[src/hdl/cvrc_params.svh]
// register indices, field positions, reset values and timing counts
`ifndef CVRC_PARAMS_SVH
`define CVRC_PARAMS_SVH
// ----------------------------------------
// register indices carried in the command byte
// ----------------------------------------
`define CVRC_IDX_CHANNEL_CTRL 4'h1
`define CVRC_IDX_RX_BYTE 4'h2
`define CVRC_IDX_TX_BYTE 4'h3
`define CVRC_IDX_ROUTING 4'h4
`define CVRC_IDX_TX_GAIN 4'h5
`define CVRC_IDX_RX_GAIN 4'h6
`define CVRC_IDX_GEN_CTRL 4'h7
`define CVRC_IDX_GEN_A_FREQ 4'h8
`define CVRC_IDX_GEN_B_FREQ 4'h9
// ----------------------------------------
// command byte layout
// ----------------------------------------
`define CVRC_CMD_IDX_MSB 7
`define CVRC_CMD_IDX_LSB 4
`define CVRC_CMD_READ_BIT 3
// ----------------------------------------
// channel_ctrl_reg fields
// ----------------------------------------
`define CVRC_HOST_RX_OVERRIDE 4
`define CVRC_HOST_TX_OVERRIDE 3
`define CVRC_VOICE_SLOT_GATE 2
`define CVRC_SLOT_PICK_HI 1
`define CVRC_SLOT_PICK_LO 0
// ----------------------------------------
// routing_reg fields
// ----------------------------------------
`define CVRC_MIC_CHOICE 7
`define CVRC_TX_INPUT_ON 6
`define CVRC_LOCAL_ECHO_ON 5
`define CVRC_AUX_TO_LOUDSPKR 4
`define CVRC_GEN_TO_LOUDSPKR 3
`define CVRC_GEN_TO_EARPC 2
`define CVRC_RX_TO_LOUDSPKR 1
`define CVRC_RX_TO_EARPC 0
// ----------------------------------------
// gen_ctrl_reg fields
// ----------------------------------------
`define CVRC_GEN_A_PICK 3
`define CVRC_GEN_B_PICK 2
`define CVRC_WAVE_SHAPE 1
`define CVRC_GEN_TO_TX_STREAM 0
// ----------------------------------------
// reset values and pcm slot layout
// ----------------------------------------
`define CVRC_REG_RESET 8'h00
`define CVRC_SLOT_BITS 8'h08
`define CVRC_FMT2_GAP 8'h02
// ----------------------------------------
// generator timing: step = sample rate / 2**phase width = 7.8125 Hz
// ----------------------------------------
`define CVRC_CLK_HZ 10000000
`define CVRC_SAMPLE_HZ 8000
`define CVRC_SAMPLE_DIV (`CVRC_CLK_HZ / `CVRC_SAMPLE_HZ)
`define CVRC_PHASE_W 10
`endif

[src/hdl/cvrc_pkg.sv]
// types shared by the voice routing control block
package cvrc_pkg;
    typedef enum logic [1:0] {CTL_CMD, CTL_RDATA, CTL_WDATA, CTL_DONE} cvrc_ctl_state_t;
    typedef logic [7:0] cvrc_byte_t;
endpackage

[src/hdl/cvrc_top.sv]
// voice codec control registers, serial control port, pcm slot access and tone generator
// Functional notes
// - host rx override decodes host byte each frame
// - rx_byte_reg read gives last received byte
// - host tx override sends tx_byte_reg each frame
// - slot gate off: no decode, output released
// - gci mode: two bits pick channel
// - pcm mode: high pick bit ignored
// - mic choice and transmit input enable
// - sidetone enable, forced off when tx off
// - aux input to loudspeaker switch
// - generator to loudspeaker and earpiece independently
// - received speech to loudspeaker and earpiece
// - transmit gain code, upper nibble
// - sidetone attenuation code, lower nibble
// - earpiece gain code, upper nibble
// - loudspeaker gain code, lower nibble
// - generator attenuation code, upper nibble
// - two picks select generator frequencies
// - wave shape selects sine or square
// - generator replaces transmit amplifier output
// - frequency proportional to eight bit code
`timescale 1ns/1ns
`default_nettype none
`include "cvrc_params.svh"
module cvrc_top
    import cvrc_pkg::*;
(
    input wire logic clk_sys,
    input wire logic reset_n,
    input wire logic ctl_cs_n,
    input wire logic ctl_clk,
    input wire logic ctl_din,
    output logic ctl_dout,
    output logic ctl_dout_oe,
    input wire logic gci_mode,
    input wire logic pcm_format2,
    input wire logic pcm_bclk,
    input wire logic pcm_fs,
    input wire logic pcm_in_pin,
    output logic pcm_out_pin,
    output logic pcm_out_oe,
    input wire logic [7:0] enc_byte,
    output logic [7:0] dec_byte,
    output logic dec_valid,
    input wire logic dec_ready,
    output logic mic_sel_b,
    output logic tx_input_en,
    output logic sidetone_en,
    output logic aux_to_ls,
    output logic gen_to_ls,
    output logic gen_to_ep,
    output logic rx_to_ls,
    output logic rx_to_ep,
    output logic [3:0] tx_gain_code,
    output logic [3:0] sidetone_att_code,
    output logic [3:0] ep_gain_code,
    output logic [3:0] ls_gain_code,
    output logic [3:0] gen_att_code,
    output logic gen_a_en,
    output logic gen_b_en,
    output logic gen_sine,
    output logic gen_to_tx,
    output logic [9:0] gen_a_phase,
    output logic [9:0] gen_b_phase
);
    // ----------------------------------------
    // reset release and pin synchronisers
    // ----------------------------------------
    logic [1:0] rst_sync_ff;
    logic rst_n;
    always_ff @(posedge clk_sys or negedge reset_n) begin
        if (!reset_n) begin
            rst_sync_ff <= 2'h0;
        end else begin
            rst_sync_ff <= {rst_sync_ff[0], 1'b1};
        end
    end
    assign rst_n = rst_sync_ff[1];

    logic [6:0] pin_s1_ff;
    logic [6:0] pin_s2_ff;
    logic ctl_clk_prev_ff;
    logic bclk_prev_ff;
    logic fs_prev_ff;
    logic ctl_clk_s;
    always_ff @(posedge clk_sys or negedge rst_n) begin
        if (!rst_n) begin
            pin_s1_ff <= 7'h01;
            pin_s2_ff <= 7'h01;
            ctl_clk_prev_ff <= 1'b0;
            bclk_prev_ff <= 1'b0;
            fs_prev_ff <= 1'b0;
        end else begin
            pin_s1_ff <= {pcm_format2, gci_mode, pcm_in_pin, pcm_fs, pcm_bclk, ctl_din, ctl_cs_n};
            pin_s2_ff <= pin_s1_ff;
            ctl_clk_prev_ff <= ctl_clk_s;
            bclk_prev_ff <= pin_s2_ff[2];
            fs_prev_ff <= pin_s2_ff[3];
        end
    end
    logic cs_n_s;
    logic din_s;
    logic [1:0] ctl_clk_sync_ff;
    always_ff @(posedge clk_sys or negedge rst_n) begin
        if (!rst_n) begin
            ctl_clk_sync_ff <= 2'h0;
        end else begin
            ctl_clk_sync_ff <= {ctl_clk_sync_ff[0], ctl_clk};
        end
    end
    assign ctl_clk_s = ctl_clk_sync_ff[1];
    assign cs_n_s = pin_s2_ff[0];
    assign din_s = pin_s2_ff[1];
    logic ctl_rise;
    logic ctl_fall;
    assign ctl_rise = ctl_clk_s && !ctl_clk_prev_ff && !cs_n_s;
    assign ctl_fall = !ctl_clk_s && ctl_clk_prev_ff && !cs_n_s;

    // ----------------------------------------
    // serial control port
    // ----------------------------------------
    cvrc_ctl_state_t ctl_state_ff;
    logic [2:0] ctl_bit_ff;
    logic [6:0] ctl_sh_ff;
    logic [3:0] ctl_idx_ff;
    logic [7:0] ctl_out_sh_ff;
    logic ctl_dout_ff;
    logic wr_en;
    logic [7:0] wr_data;
    logic [7:0] rd_data;
    logic [7:0] cmd_byte;
    assign cmd_byte = {ctl_sh_ff, din_s};
    assign wr_data = {ctl_sh_ff, din_s};
    // the second byte of a write commits on its eighth rising edge
    assign wr_en = ctl_rise && (ctl_bit_ff == 3'h7) && (ctl_state_ff == CTL_WDATA);

    always_ff @(posedge clk_sys or negedge rst_n) begin
        if (!rst_n) begin
            ctl_state_ff <= CTL_CMD;
            ctl_bit_ff <= 3'h0;
            ctl_sh_ff <= 7'h00;
            ctl_idx_ff <= 4'h0;
        end else if (cs_n_s) begin
            ctl_state_ff <= CTL_CMD;
            ctl_bit_ff <= 3'h0;
        end else if (ctl_rise) begin
            ctl_sh_ff <= cmd_byte[6:0];
            ctl_bit_ff <= ctl_bit_ff + 3'h1;
            if (ctl_bit_ff == 3'h7) begin
                case (ctl_state_ff)
                    CTL_CMD: begin
                        ctl_idx_ff <= cmd_byte[`CVRC_CMD_IDX_MSB:`CVRC_CMD_IDX_LSB];
                        ctl_state_ff <= cmd_byte[`CVRC_CMD_READ_BIT] ? CTL_RDATA : CTL_WDATA;
                    end
                    default: ctl_state_ff <= CTL_DONE;
                endcase
            end
        end
    end

    always_ff @(posedge clk_sys or negedge rst_n) begin
        if (!rst_n) begin
            ctl_out_sh_ff <= 8'h00;
            ctl_dout_ff <= 1'b0;
        end else if (ctl_rise && ctl_bit_ff == 3'h7 && ctl_state_ff == CTL_CMD) begin
            ctl_dout_ff <= rd_data[7];
            ctl_out_sh_ff <= {rd_data[6:0], 1'b0};
        end else if (ctl_fall && ctl_state_ff == CTL_RDATA && ctl_bit_ff != 3'h0) begin
            ctl_dout_ff <= ctl_out_sh_ff[7];
            ctl_out_sh_ff <= {ctl_out_sh_ff[6:0], 1'b0};
        end
    end
    assign ctl_dout = ctl_dout_ff;
    assign ctl_dout_oe = (ctl_state_ff == CTL_RDATA) && !cs_n_s;

    // ----------------------------------------
    // register file
    // ----------------------------------------
    logic [7:0] chan_ff;
    logic [7:0] host_rx_ff;
    logic [7:0] tx_byte_ff;
    logic [7:0] route_ff;
    logic [7:0] tx_gain_ff;
    logic [7:0] rx_gain_ff;
    logic [7:0] gen_ctrl_ff;
    logic [7:0] gen_a_freq_ff;
    logic [7:0] gen_b_freq_ff;
    logic [7:0] rx_capt_ff;
    logic [3:0] cmd_idx;
    assign cmd_idx = cmd_byte[`CVRC_CMD_IDX_MSB:`CVRC_CMD_IDX_LSB];

    always_ff @(posedge clk_sys or negedge rst_n) begin
        if (!rst_n) begin
            chan_ff <= `CVRC_REG_RESET;
            host_rx_ff <= `CVRC_REG_RESET;
            tx_byte_ff <= `CVRC_REG_RESET;
            route_ff <= `CVRC_REG_RESET;
            tx_gain_ff <= `CVRC_REG_RESET;
            rx_gain_ff <= `CVRC_REG_RESET;
            gen_ctrl_ff <= `CVRC_REG_RESET;
            gen_a_freq_ff <= `CVRC_REG_RESET;
            gen_b_freq_ff <= `CVRC_REG_RESET;
        end else if (wr_en) begin
            case (ctl_idx_ff)
                `CVRC_IDX_CHANNEL_CTRL: chan_ff <= wr_data;
                `CVRC_IDX_RX_BYTE: host_rx_ff <= wr_data;
                `CVRC_IDX_TX_BYTE: tx_byte_ff <= wr_data;
                `CVRC_IDX_ROUTING: route_ff <= wr_data;
                `CVRC_IDX_TX_GAIN: tx_gain_ff <= wr_data;
                `CVRC_IDX_RX_GAIN: rx_gain_ff <= wr_data;
                `CVRC_IDX_GEN_CTRL: gen_ctrl_ff <= wr_data;
                `CVRC_IDX_GEN_A_FREQ: gen_a_freq_ff <= wr_data;
                `CVRC_IDX_GEN_B_FREQ: gen_b_freq_ff <= wr_data;
                default: ;
            endcase
        end
    end

    // read selected from the command index; write-only and unmapped read zero
    always_comb begin
        case (cmd_idx)
            `CVRC_IDX_CHANNEL_CTRL: rd_data = chan_ff;
            `CVRC_IDX_RX_BYTE: rd_data = rx_capt_ff;
            `CVRC_IDX_ROUTING: rd_data = route_ff;
            `CVRC_IDX_TX_GAIN: rd_data = tx_gain_ff;
            `CVRC_IDX_RX_GAIN: rd_data = rx_gain_ff;
            `CVRC_IDX_GEN_CTRL: rd_data = gen_ctrl_ff;
            `CVRC_IDX_GEN_A_FREQ: rd_data = gen_a_freq_ff;
            `CVRC_IDX_GEN_B_FREQ: rd_data = gen_b_freq_ff;
            default: rd_data = 8'h00;
        endcase
    end

    // ----------------------------------------
    // analog switch and gain controls
    // ----------------------------------------
    assign mic_sel_b = route_ff[`CVRC_MIC_CHOICE];
    assign tx_input_en = route_ff[`CVRC_TX_INPUT_ON];
    assign sidetone_en = route_ff[`CVRC_LOCAL_ECHO_ON] && route_ff[`CVRC_TX_INPUT_ON];
    assign aux_to_ls = route_ff[`CVRC_AUX_TO_LOUDSPKR];
    assign gen_to_ls = route_ff[`CVRC_GEN_TO_LOUDSPKR];
    assign gen_to_ep = route_ff[`CVRC_GEN_TO_EARPC];
    assign rx_to_ls = route_ff[`CVRC_RX_TO_LOUDSPKR];
    assign rx_to_ep = route_ff[`CVRC_RX_TO_EARPC];
    assign tx_gain_code = tx_gain_ff[7:4];
    assign sidetone_att_code = tx_gain_ff[3:0];
    assign ep_gain_code = rx_gain_ff[7:4];
    assign ls_gain_code = rx_gain_ff[3:0];
    assign gen_att_code = gen_ctrl_ff[7:4];
    assign gen_a_en = gen_ctrl_ff[`CVRC_GEN_A_PICK];
    assign gen_b_en = gen_ctrl_ff[`CVRC_GEN_B_PICK];
    assign gen_sine = gen_ctrl_ff[`CVRC_WAVE_SHAPE];
    assign gen_to_tx = gen_ctrl_ff[`CVRC_GEN_TO_TX_STREAM];

    // ----------------------------------------
    // tone generator phase accumulators
    // ----------------------------------------
    localparam int SAMPLE_DIV = `CVRC_SAMPLE_DIV;
    logic [10:0] div_ff;
    logic sample_tick;
    logic [9:0] phase_a_ff;
    logic [9:0] phase_b_ff;
    assign sample_tick = (div_ff == 11'(SAMPLE_DIV - 1));
    always_ff @(posedge clk_sys or negedge rst_n) begin
        if (!rst_n) begin
            div_ff <= 11'h000;
        end else begin
            div_ff <= sample_tick ? 11'h000 : div_ff + 11'h001;
        end
    end
    // 8 kHz step over a 1024-count wheel gives code x 7.8125 Hz
    always_ff @(posedge clk_sys or negedge rst_n) begin
        if (!rst_n) begin
            phase_a_ff <= 10'h000;
            phase_b_ff <= 10'h000;
        end else if (sample_tick) begin
            phase_a_ff <= gen_a_en ? phase_a_ff + {2'h0, gen_a_freq_ff} : 10'h000;
            phase_b_ff <= gen_b_en ? phase_b_ff + {2'h0, gen_b_freq_ff} : 10'h000;
        end
    end
    assign gen_a_phase = phase_a_ff;
    assign gen_b_phase = phase_b_ff;

    // ----------------------------------------
    // pcm frame counter and slot selection
    // ----------------------------------------
    logic bclk_rise;
    logic bclk_fall;
    logic frame_start;
    logic [7:0] bit_cnt_ff;
    logic [7:0] slot_start;
    logic in_slot;
    logic slot_last;
    logic gate_on;
    assign bclk_rise = pin_s2_ff[2] && !bclk_prev_ff;
    assign bclk_fall = !pin_s2_ff[2] && bclk_prev_ff;
    assign frame_start = bclk_rise && pin_s2_ff[3] && !fs_prev_ff;
    assign gate_on = chan_ff[`CVRC_VOICE_SLOT_GATE];
    always_comb begin
        if (pin_s2_ff[5]) begin
            slot_start = {4'h0, chan_ff[`CVRC_SLOT_PICK_HI], chan_ff[`CVRC_SLOT_PICK_LO], 2'h0}
                         * `CVRC_SLOT_BITS / 8'h04;
        end else if (chan_ff[`CVRC_SLOT_PICK_LO]) begin
            slot_start = pin_s2_ff[6] ? `CVRC_SLOT_BITS + `CVRC_FMT2_GAP : `CVRC_SLOT_BITS;
        end else begin
            slot_start = 8'h00;
        end
    end
    assign in_slot = (bit_cnt_ff >= slot_start) && (bit_cnt_ff < slot_start + `CVRC_SLOT_BITS);
    assign slot_last = (bit_cnt_ff == slot_start + `CVRC_SLOT_BITS - 8'h01);

    always_ff @(posedge clk_sys or negedge rst_n) begin
        if (!rst_n) begin
            bit_cnt_ff <= 8'hff;
        end else if (frame_start) begin
            bit_cnt_ff <= 8'h00;
        end else if (bclk_rise && bit_cnt_ff != 8'hff) begin
            bit_cnt_ff <= bit_cnt_ff + 8'h01;
        end
    end

    // ----------------------------------------
    // transmit slot
    // ----------------------------------------
    logic [7:0] tx_sh_ff;
    logic tx_oe_ff;
    logic [7:0] tx_src;
    logic [7:0] nxt_cnt;
    assign nxt_cnt = frame_start ? 8'h00 : bit_cnt_ff + 8'h01;
    assign tx_src = chan_ff[`CVRC_HOST_TX_OVERRIDE] ? tx_byte_ff : enc_byte;
    always_ff @(posedge clk_sys or negedge rst_n) begin
        if (!rst_n) begin
            tx_sh_ff <= 8'h00;
            tx_oe_ff <= 1'b0;
        end else if (bclk_rise) begin
            if (nxt_cnt == slot_start) begin
                tx_sh_ff <= tx_src;
            end else begin
                tx_sh_ff <= {tx_sh_ff[6:0], 1'b0};
            end
            tx_oe_ff <= gate_on && (nxt_cnt >= slot_start) && (nxt_cnt < slot_start + `CVRC_SLOT_BITS);
        end
    end
    assign pcm_out_pin = tx_sh_ff[7];
    assign pcm_out_oe = tx_oe_ff && gate_on;

    // ----------------------------------------
    // receive slot capture
    // ----------------------------------------
    logic [6:0] rx_sh_ff;
    logic [7:0] rx_full_byte;
    logic push;
    logic [7:0] push_data;
    logic buf_in_ready;
    assign rx_full_byte = {rx_sh_ff, pin_s2_ff[4]};
    always_ff @(posedge clk_sys or negedge rst_n) begin
        if (!rst_n) begin
            rx_sh_ff <= 7'h00;
            rx_capt_ff <= 8'h00;
        end else if (bclk_fall && in_slot) begin
            rx_sh_ff <= rx_full_byte[6:0];
            if (slot_last) begin
                rx_capt_ff <= rx_full_byte;
            end
        end
    end
    assign push = bclk_fall && slot_last && gate_on && buf_in_ready;
    assign push_data = chan_ff[`CVRC_HOST_RX_OVERRIDE] ? host_rx_ff : rx_full_byte;

    // ----------------------------------------
    // two-entry decoder buffer
    // ----------------------------------------
    logic [7:0] buf_mem [0:1];
    logic buf_wp_ff;
    logic buf_rp_ff;
    logic [1:0] buf_cnt_ff;
    logic pop;
    assign buf_in_ready = (buf_cnt_ff != 2'h2);
    assign dec_valid = (buf_cnt_ff != 2'h0);
    assign pop = dec_valid && dec_ready;
    assign dec_byte = buf_mem[buf_rp_ff];
    always_ff @(posedge clk_sys or negedge rst_n) begin
        if (!rst_n) begin
            buf_mem[0] <= 8'h00;
            buf_mem[1] <= 8'h00;
            buf_wp_ff <= 1'b0;
        end else if (push) begin
            buf_mem[buf_wp_ff] <= push_data;
            buf_wp_ff <= !buf_wp_ff;
        end
    end
    always_ff @(posedge clk_sys or negedge rst_n) begin
        if (!rst_n) begin
            buf_rp_ff <= 1'b0;
            buf_cnt_ff <= 2'h0;
        end else begin
            if (pop) begin
                buf_rp_ff <= !buf_rp_ff;
            end
            buf_cnt_ff <= buf_cnt_ff + {1'b0, push} - {1'b0, pop};
        end
    end

    // ----------------------------------------
    // checks
    // ----------------------------------------
    property p_rx_override;
        @(posedge clk_sys) disable iff (!rst_n)
        push && chan_ff[`CVRC_HOST_RX_OVERRIDE] |=> buf_mem[$past(buf_wp_ff)] == $past(host_rx_ff);
    endproperty
    a_rx_override: assert property (p_rx_override) else $error("override byte not queued");

    property p_rx_capture;
        @(posedge clk_sys) disable iff (!rst_n)
        bclk_fall && in_slot && slot_last |=> rx_capt_ff == $past(rx_full_byte);
    endproperty
    a_rx_capture: assert property (p_rx_capture) else $error("received byte not captured");

    property p_tx_override;
        @(posedge clk_sys) disable iff (!rst_n)
        bclk_rise && nxt_cnt == slot_start && chan_ff[`CVRC_HOST_TX_OVERRIDE] |=> tx_sh_ff == $past(tx_byte_ff);
    endproperty
    a_tx_override: assert property (p_tx_override) else $error("tx byte not loaded");

    property p_gate_off;
        @(posedge clk_sys) disable iff (!rst_n)
        !gate_on |-> !pcm_out_oe && !push;
    endproperty
    a_gate_off: assert property (p_gate_off) else $error("slot active while gated");

    property p_pcm_slot;
        @(posedge clk_sys) disable iff (!rst_n)
        !pin_s2_ff[5] |-> slot_start == 8'h00 || slot_start == 8'h08 || slot_start == 8'h0a;
    endproperty
    a_pcm_slot: assert property (p_pcm_slot) else $error("bad pcm slot start");

    property p_sidetone;
        @(posedge clk_sys) disable iff (!rst_n)
        sidetone_en |-> tx_input_en && route_ff[`CVRC_LOCAL_ECHO_ON];
    endproperty
    a_sidetone: assert property (p_sidetone) else $error("sidetone on with tx muted");

    property p_route_write;
        @(posedge clk_sys) disable iff (!rst_n)
        wr_en && ctl_idx_ff == `CVRC_IDX_ROUTING |=> {mic_sel_b, tx_input_en, aux_to_ls, rx_to_ep} ==
            {$past(wr_data[7]), $past(wr_data[6]), $past(wr_data[4]), $past(wr_data[0])};
    endproperty
    a_route_write: assert property (p_route_write) else $error("routing write lost");

    property p_phase_step;
        @(posedge clk_sys) disable iff (!rst_n)
        sample_tick && gen_a_en |=> phase_a_ff == 10'($past(phase_a_ff) + {2'h0, $past(gen_a_freq_ff)});
    endproperty
    a_phase_step: assert property (p_phase_step) else $error("phase step wrong");

    property p_tick_spacing;
        @(posedge clk_sys) disable iff (!rst_n)
        sample_tick |=> !sample_tick [*8];
    endproperty
    a_tick_spacing: assert property (p_tick_spacing) else $error("sample tick too close");

    property p_buf_bound;
        @(posedge clk_sys) disable iff (!rst_n)
        buf_cnt_ff == 2'h2 && !pop |=> buf_cnt_ff == 2'h2 && $stable(buf_wp_ff);
    endproperty
    a_buf_bound: assert property (p_buf_bound) else $error("buffer overran");
endmodule
`default_nettype wire

[config.mk]
export PLATFORM = sky130hd
export DESIGN_NAME = cvrc_top
export DESIGN_NICKNAME = d
export VERILOG_FILES = /design/src/hdl/cvrc_pkg.sv /design/src/hdl/cvrc_top.sv
export VERILOG_INCLUDE_DIRS = /design/src /design/src/hdl
export SDC_FILE = /design/constraint.sdc
export NUM_CORES = 1
export LEC_CHECK = 0
export BUFFER_PORTS_ARGS = -buffer_cell sky130_fd_sc_hd__buf_2
export CAP_MARGIN = 20
export CORE_MARGIN = 2
export CORE_UTILIZATION = 25
export DETAILED_ROUTE_END_ITERATION = 7
export GPL_ROUTABILITY_DRIVEN = 1
export GPL_TIMING_DRIVEN = 0
export HOLD_SLACK_MARGIN = 0.05
export SLEW_MARGIN = 25
export SYNTH_ARGS = -nofsm -noshare
export SYNTH_HDL_FRONTEND = slang
export SYNTH_SLANG_ARGS = --single-unit
[constraint.sdc]
create_clock -name clk_sys -period 5.9 [get_ports clk_sys]
set_input_delay 1.18 -clock clk_sys [delete_from_list [all_inputs] [get_ports clk_sys]]
set_output_delay 1.18 -clock clk_sys [all_outputs]
set_load 0.02 [all_outputs]
==> impl_metrics.tcl <==
set metrics [dict create \
    run_status "finished clean" \
    crit_buf_inv 2 \
    path_clk_slew_ns 0.07 \
    vias 7087 \
    fin_tns_setup_ns 0 \
    cts_inserted_buffers 17 \
    syn_avg_cell_area_um2 11.7 \
    synth_cell_types 77 \
    syn2layout_area_growth_pct 18.1 \
    async_reset_ff_share_pct 100 \
    cts_hold_buf 0 \
    fin_skew_ns 0.00907 \
    cts_buffer_depth 2 \
    crit_fanout 10 \
    synth-edff-count 0 \
    routed_via_density 4.71 \
    placed_cells 1474 \
    multi_input_area_um2 4820 \
    stdcell_area_um2 11900 \
    final_cell_count_no_fill 1506 \
    antenna_found_initial 0 \
    drc 0 \
    antenna_cells 0 \
    crit_family "simple AND/OR/NAND/NOR gates" \
    seq_area_um2 5020 \
    grt_max_degree 53 \
    postSynthCellCount 862 \
    worstMarginPinSlew_ns 0.758 \
    drt_iter0_drc 555 \
    fillers 4121 \
    r2r-start "bclk_prev_ff" \
    p_total_mw 3.69 \
    reg2regPathDepth 10 \
    max_cap_viol_count 0 \
    syn_nets 920 \
    worstPathRequired_ns 6.25 \
    grt_pass1_vias 7270 \
    period_share_pct 54.3 \
    layout-drive-gt1-share_pct 30.4 \
    die_y_um 205 \
    min_period_ns 3.20 \
    grt_usage_pct 13.2 \
    postPlaceCellArea_um2 11300 \
    drt_first_pass_iters 4 \
    core_area_um2 39800 \
    cts_setup_buffers 0 \
    r2r-end "tx_sh_ff[3]" \
    sw_frac_of_total_pct 31.0 \
    ys_ff_latch 200 \
    finalSetupViolCount 0 \
    critPathCaptureType "flop" \
    fin_nets 1026 \
    max_stage_delay_ns 0.43 \
    worstPathArrival_ns 3.55 \
    synth-seq-area-share_pct 49.7 \
    wl_um 26600 \
    cts_tree "built" \
    critical_path.cell_chain "nor4bb_1 -> clkbuf_1 -> nor2_1 -> ha_1 -> nand2_1 -> o22ai_1 -> nand4_2 -> or2_1 -> buf_4 -> o311ai_2" \
    start_util_pct 25.4 \
    port_buffers 83 \
    ff2ff_setup_slack_ns 2.70 \
    yosysWarnings 0 \
    fmax_mhz 312 \
    synth.top_cells.by_area "dfrtp_1, mux2_2, ha_1" \
    grt-ovfl-total 0 \
    dieArea_um2 42000 \
    combPwrFrac_pct 21.3 \
    p_leak_nw 5.57 \
    min_path_type "reg2async" \
    synth_top_area_cell "dfrtp_1" \
    ant_nets 0 \
    cts_resized 0 \
    grt_pass1_wl_um 42200 \
    relSlewSlack_pct 49.5 \
    p_clk_share_pct 35.2 \
    gp_congestion 0.873 \
    cts_sinks 200 \
    slew_viol_final 0 \
    dpl.hpwl_um 19400 \
    pin_count 84 \
    power_density_nw_per_um2 310 \
    fp-row-count 73 \
    yosysTopAreaCellShare_pct 47.1 \
    crit_slowest_cell "clkbuf_1" \
    routedWlPerCell_um 17.7 \
    synth_area_um2 10100 \
    cts_root_buffer "clkbuf_16" \
    die_w_um 205 \
    critPathLaunchType "flop" \
    finalHoldViolCount 0 \
    crit_type "reg2reg" \
    vdd_drop_max_uv 196 \
    ys.flop_type "dfrtp_1" \
    p_int_mw 2.55 \
    power_switching_mw 1.15 \
    seq_power_share_pct 43.4 \
    htree_levels 4 \
    rsz0062_at_grt "false" \
    clkLatencyLatePin_ns 0.45 \
]
==> power by group through the flow <==
stage          Combinational [mW]  Sequential, mW  Clock (mW)
3_3_place_gp                0.743            1.65           0
3_5_place_dp                0.789            1.63           0
5_1_grt                     0.863            1.62        1.39
4_1_cts                     0.791            1.60        1.34
2_1_floorplan               0.537            1.61           0
6_report                    0.788            1.60        1.30
==> cell usage after synthesis, drive strengths merged (5+ instances only) <==
cell	count
a211oi	6
mux2i	11
o211ai	15
a21o	10
xnor2	17
dfstp	10
xor2	14
o22ai	5
and2	7
a22oi	10
dfrtp	190
a211o	6
nor3	5
a21oi	29
inv	19
buf	14
mux2	130
o21ai	37
nor2b	16
clkbuf	28
o311ai	13
nand2b	5
ha	37
nor2	28
nand3	24
nor3b	6
o31ai	5
nand3b	9
nand2	74
and3	12
nand4	9
a2111oi	5
==> logic make-up after synthesis <==
| kind of cell | Yosys count | synth area share [%] |
|---|---|---|
| AOI/OAI and AO/OA | 170 | 12.3 |
| xor gates and xnor gates | 31 | 2.69 |
| adders and majority gates | 40 | 5.08 |
| buffers and inverters | 61 | 2.56 |
| DFF | 200 | 49.7 |
| muxes | 141 | 15.6 |
| other | 1 | 0.0371 |
| and+or+nand+nor | 218 | 12.1 |
==> per-layer routing <==
metal	part of all wire, %	vias to the layer above	GRT usage, %
li1	-	3357	-
met3	4.2	30	3.26
met2	47	130	20.8
met1	47	3570	17.6
met4	1.8	0	4.50
met5	0	-	0
==> cells in the final DEF, fill, tap and decap left out, drive strengths merged, types with 6 or more instances in the layout <==
cell / n
dfrtp: 190
mux2: 130
buf: 101
nand2: 74
clkbuf: 48
o21ai: 37
ha: 37
a21oi: 29
nor2: 28
nand3: 24
inv: 22
xnor2: 17
nor2b: 16
o211ai: 15
xor2: 14
o311ai: 13
and3: 12
mux2i: 11
a22oi: 10
a21o: 10
dfstp: 10
nand3b: 9
nand4: 9
and2: 7
a211o: 6
nor3b: 6
a211oi: 6
==> state kept, by name (all words and copies together) (netlist names), 8 cells and up <==
signal / cells
gen_b_phase: 10
gen_a_freq_ff: 8
tx_sh_ff: 8
tx_gain_ff: 8
gen_b_freq_ff: 8
gen_ctrl_ff: 8
rx_gain_ff: 8
gen_a_phase: 10
bit_cnt_ff: 8
route_ff: 8
div_ff: 11
buf_mem: 16
host_rx_ff: 8
rx_capt_ff: 8
tx_byte_ff: 8
chan_ff: 8
==> layout make-up <==
type,count,share of cell area [%]
Inverter,19,0.598
Multi-Input combinational cell,601,40.4
Sequential cell,200,42.1
Clock buffer,20,3.91
Tap cell,525,5.50
Timing Repair Buffer,87,4.34
Clock inverter,12,1.56
Buffer,42,1.57
==> worst register-to-register path, cell delays in order (launching register included) <==
cell and delay, ns:
dfrtp_1 0.41, nor4bb_1 0.41, clkbuf_1 0.43, nor2_1 0.16
ha_1 0.37, nand2_1 0.06, o22ai_1 0.27, nand4_2 0.28
or2_1 0.28, buf_4 0.18, o311ai_2 0.26
==> how the worst max path moves through the flow <==
stage	slack, ns	start	endpoint	cells after the start
after floorplan	2.61	rst_sync_ff[1]	bclk_prev_ff	0
after global placement	1.22	rst_sync_ff[1]	div_ff[8]	0
after detailed placement	2.74	bclk_prev_ff	tx_sh_ff[3]	10
after CTS	2.73	bclk_prev_ff	tx_sh_ff[3]	10
after global routing	2.48	bclk_prev_ff	tx_sh_ff[3]	10
final	2.70	bclk_prev_ff	tx_sh_ff[3]	10
==> metrics by stage <==
step                      setup WS (ns)  util (%)  hold WS, ns
after floorplan                    2.61         -        0.331
after global placement             1.22      28.1        0.334
after detailed placement           2.74      28.3        0.271
after CTS                          2.73      30.0        0.279
after global routing               2.48      30.0        0.299
final                              2.70      30.0        0.257
No activity file was read; power rests on OpenSTA's default activity.
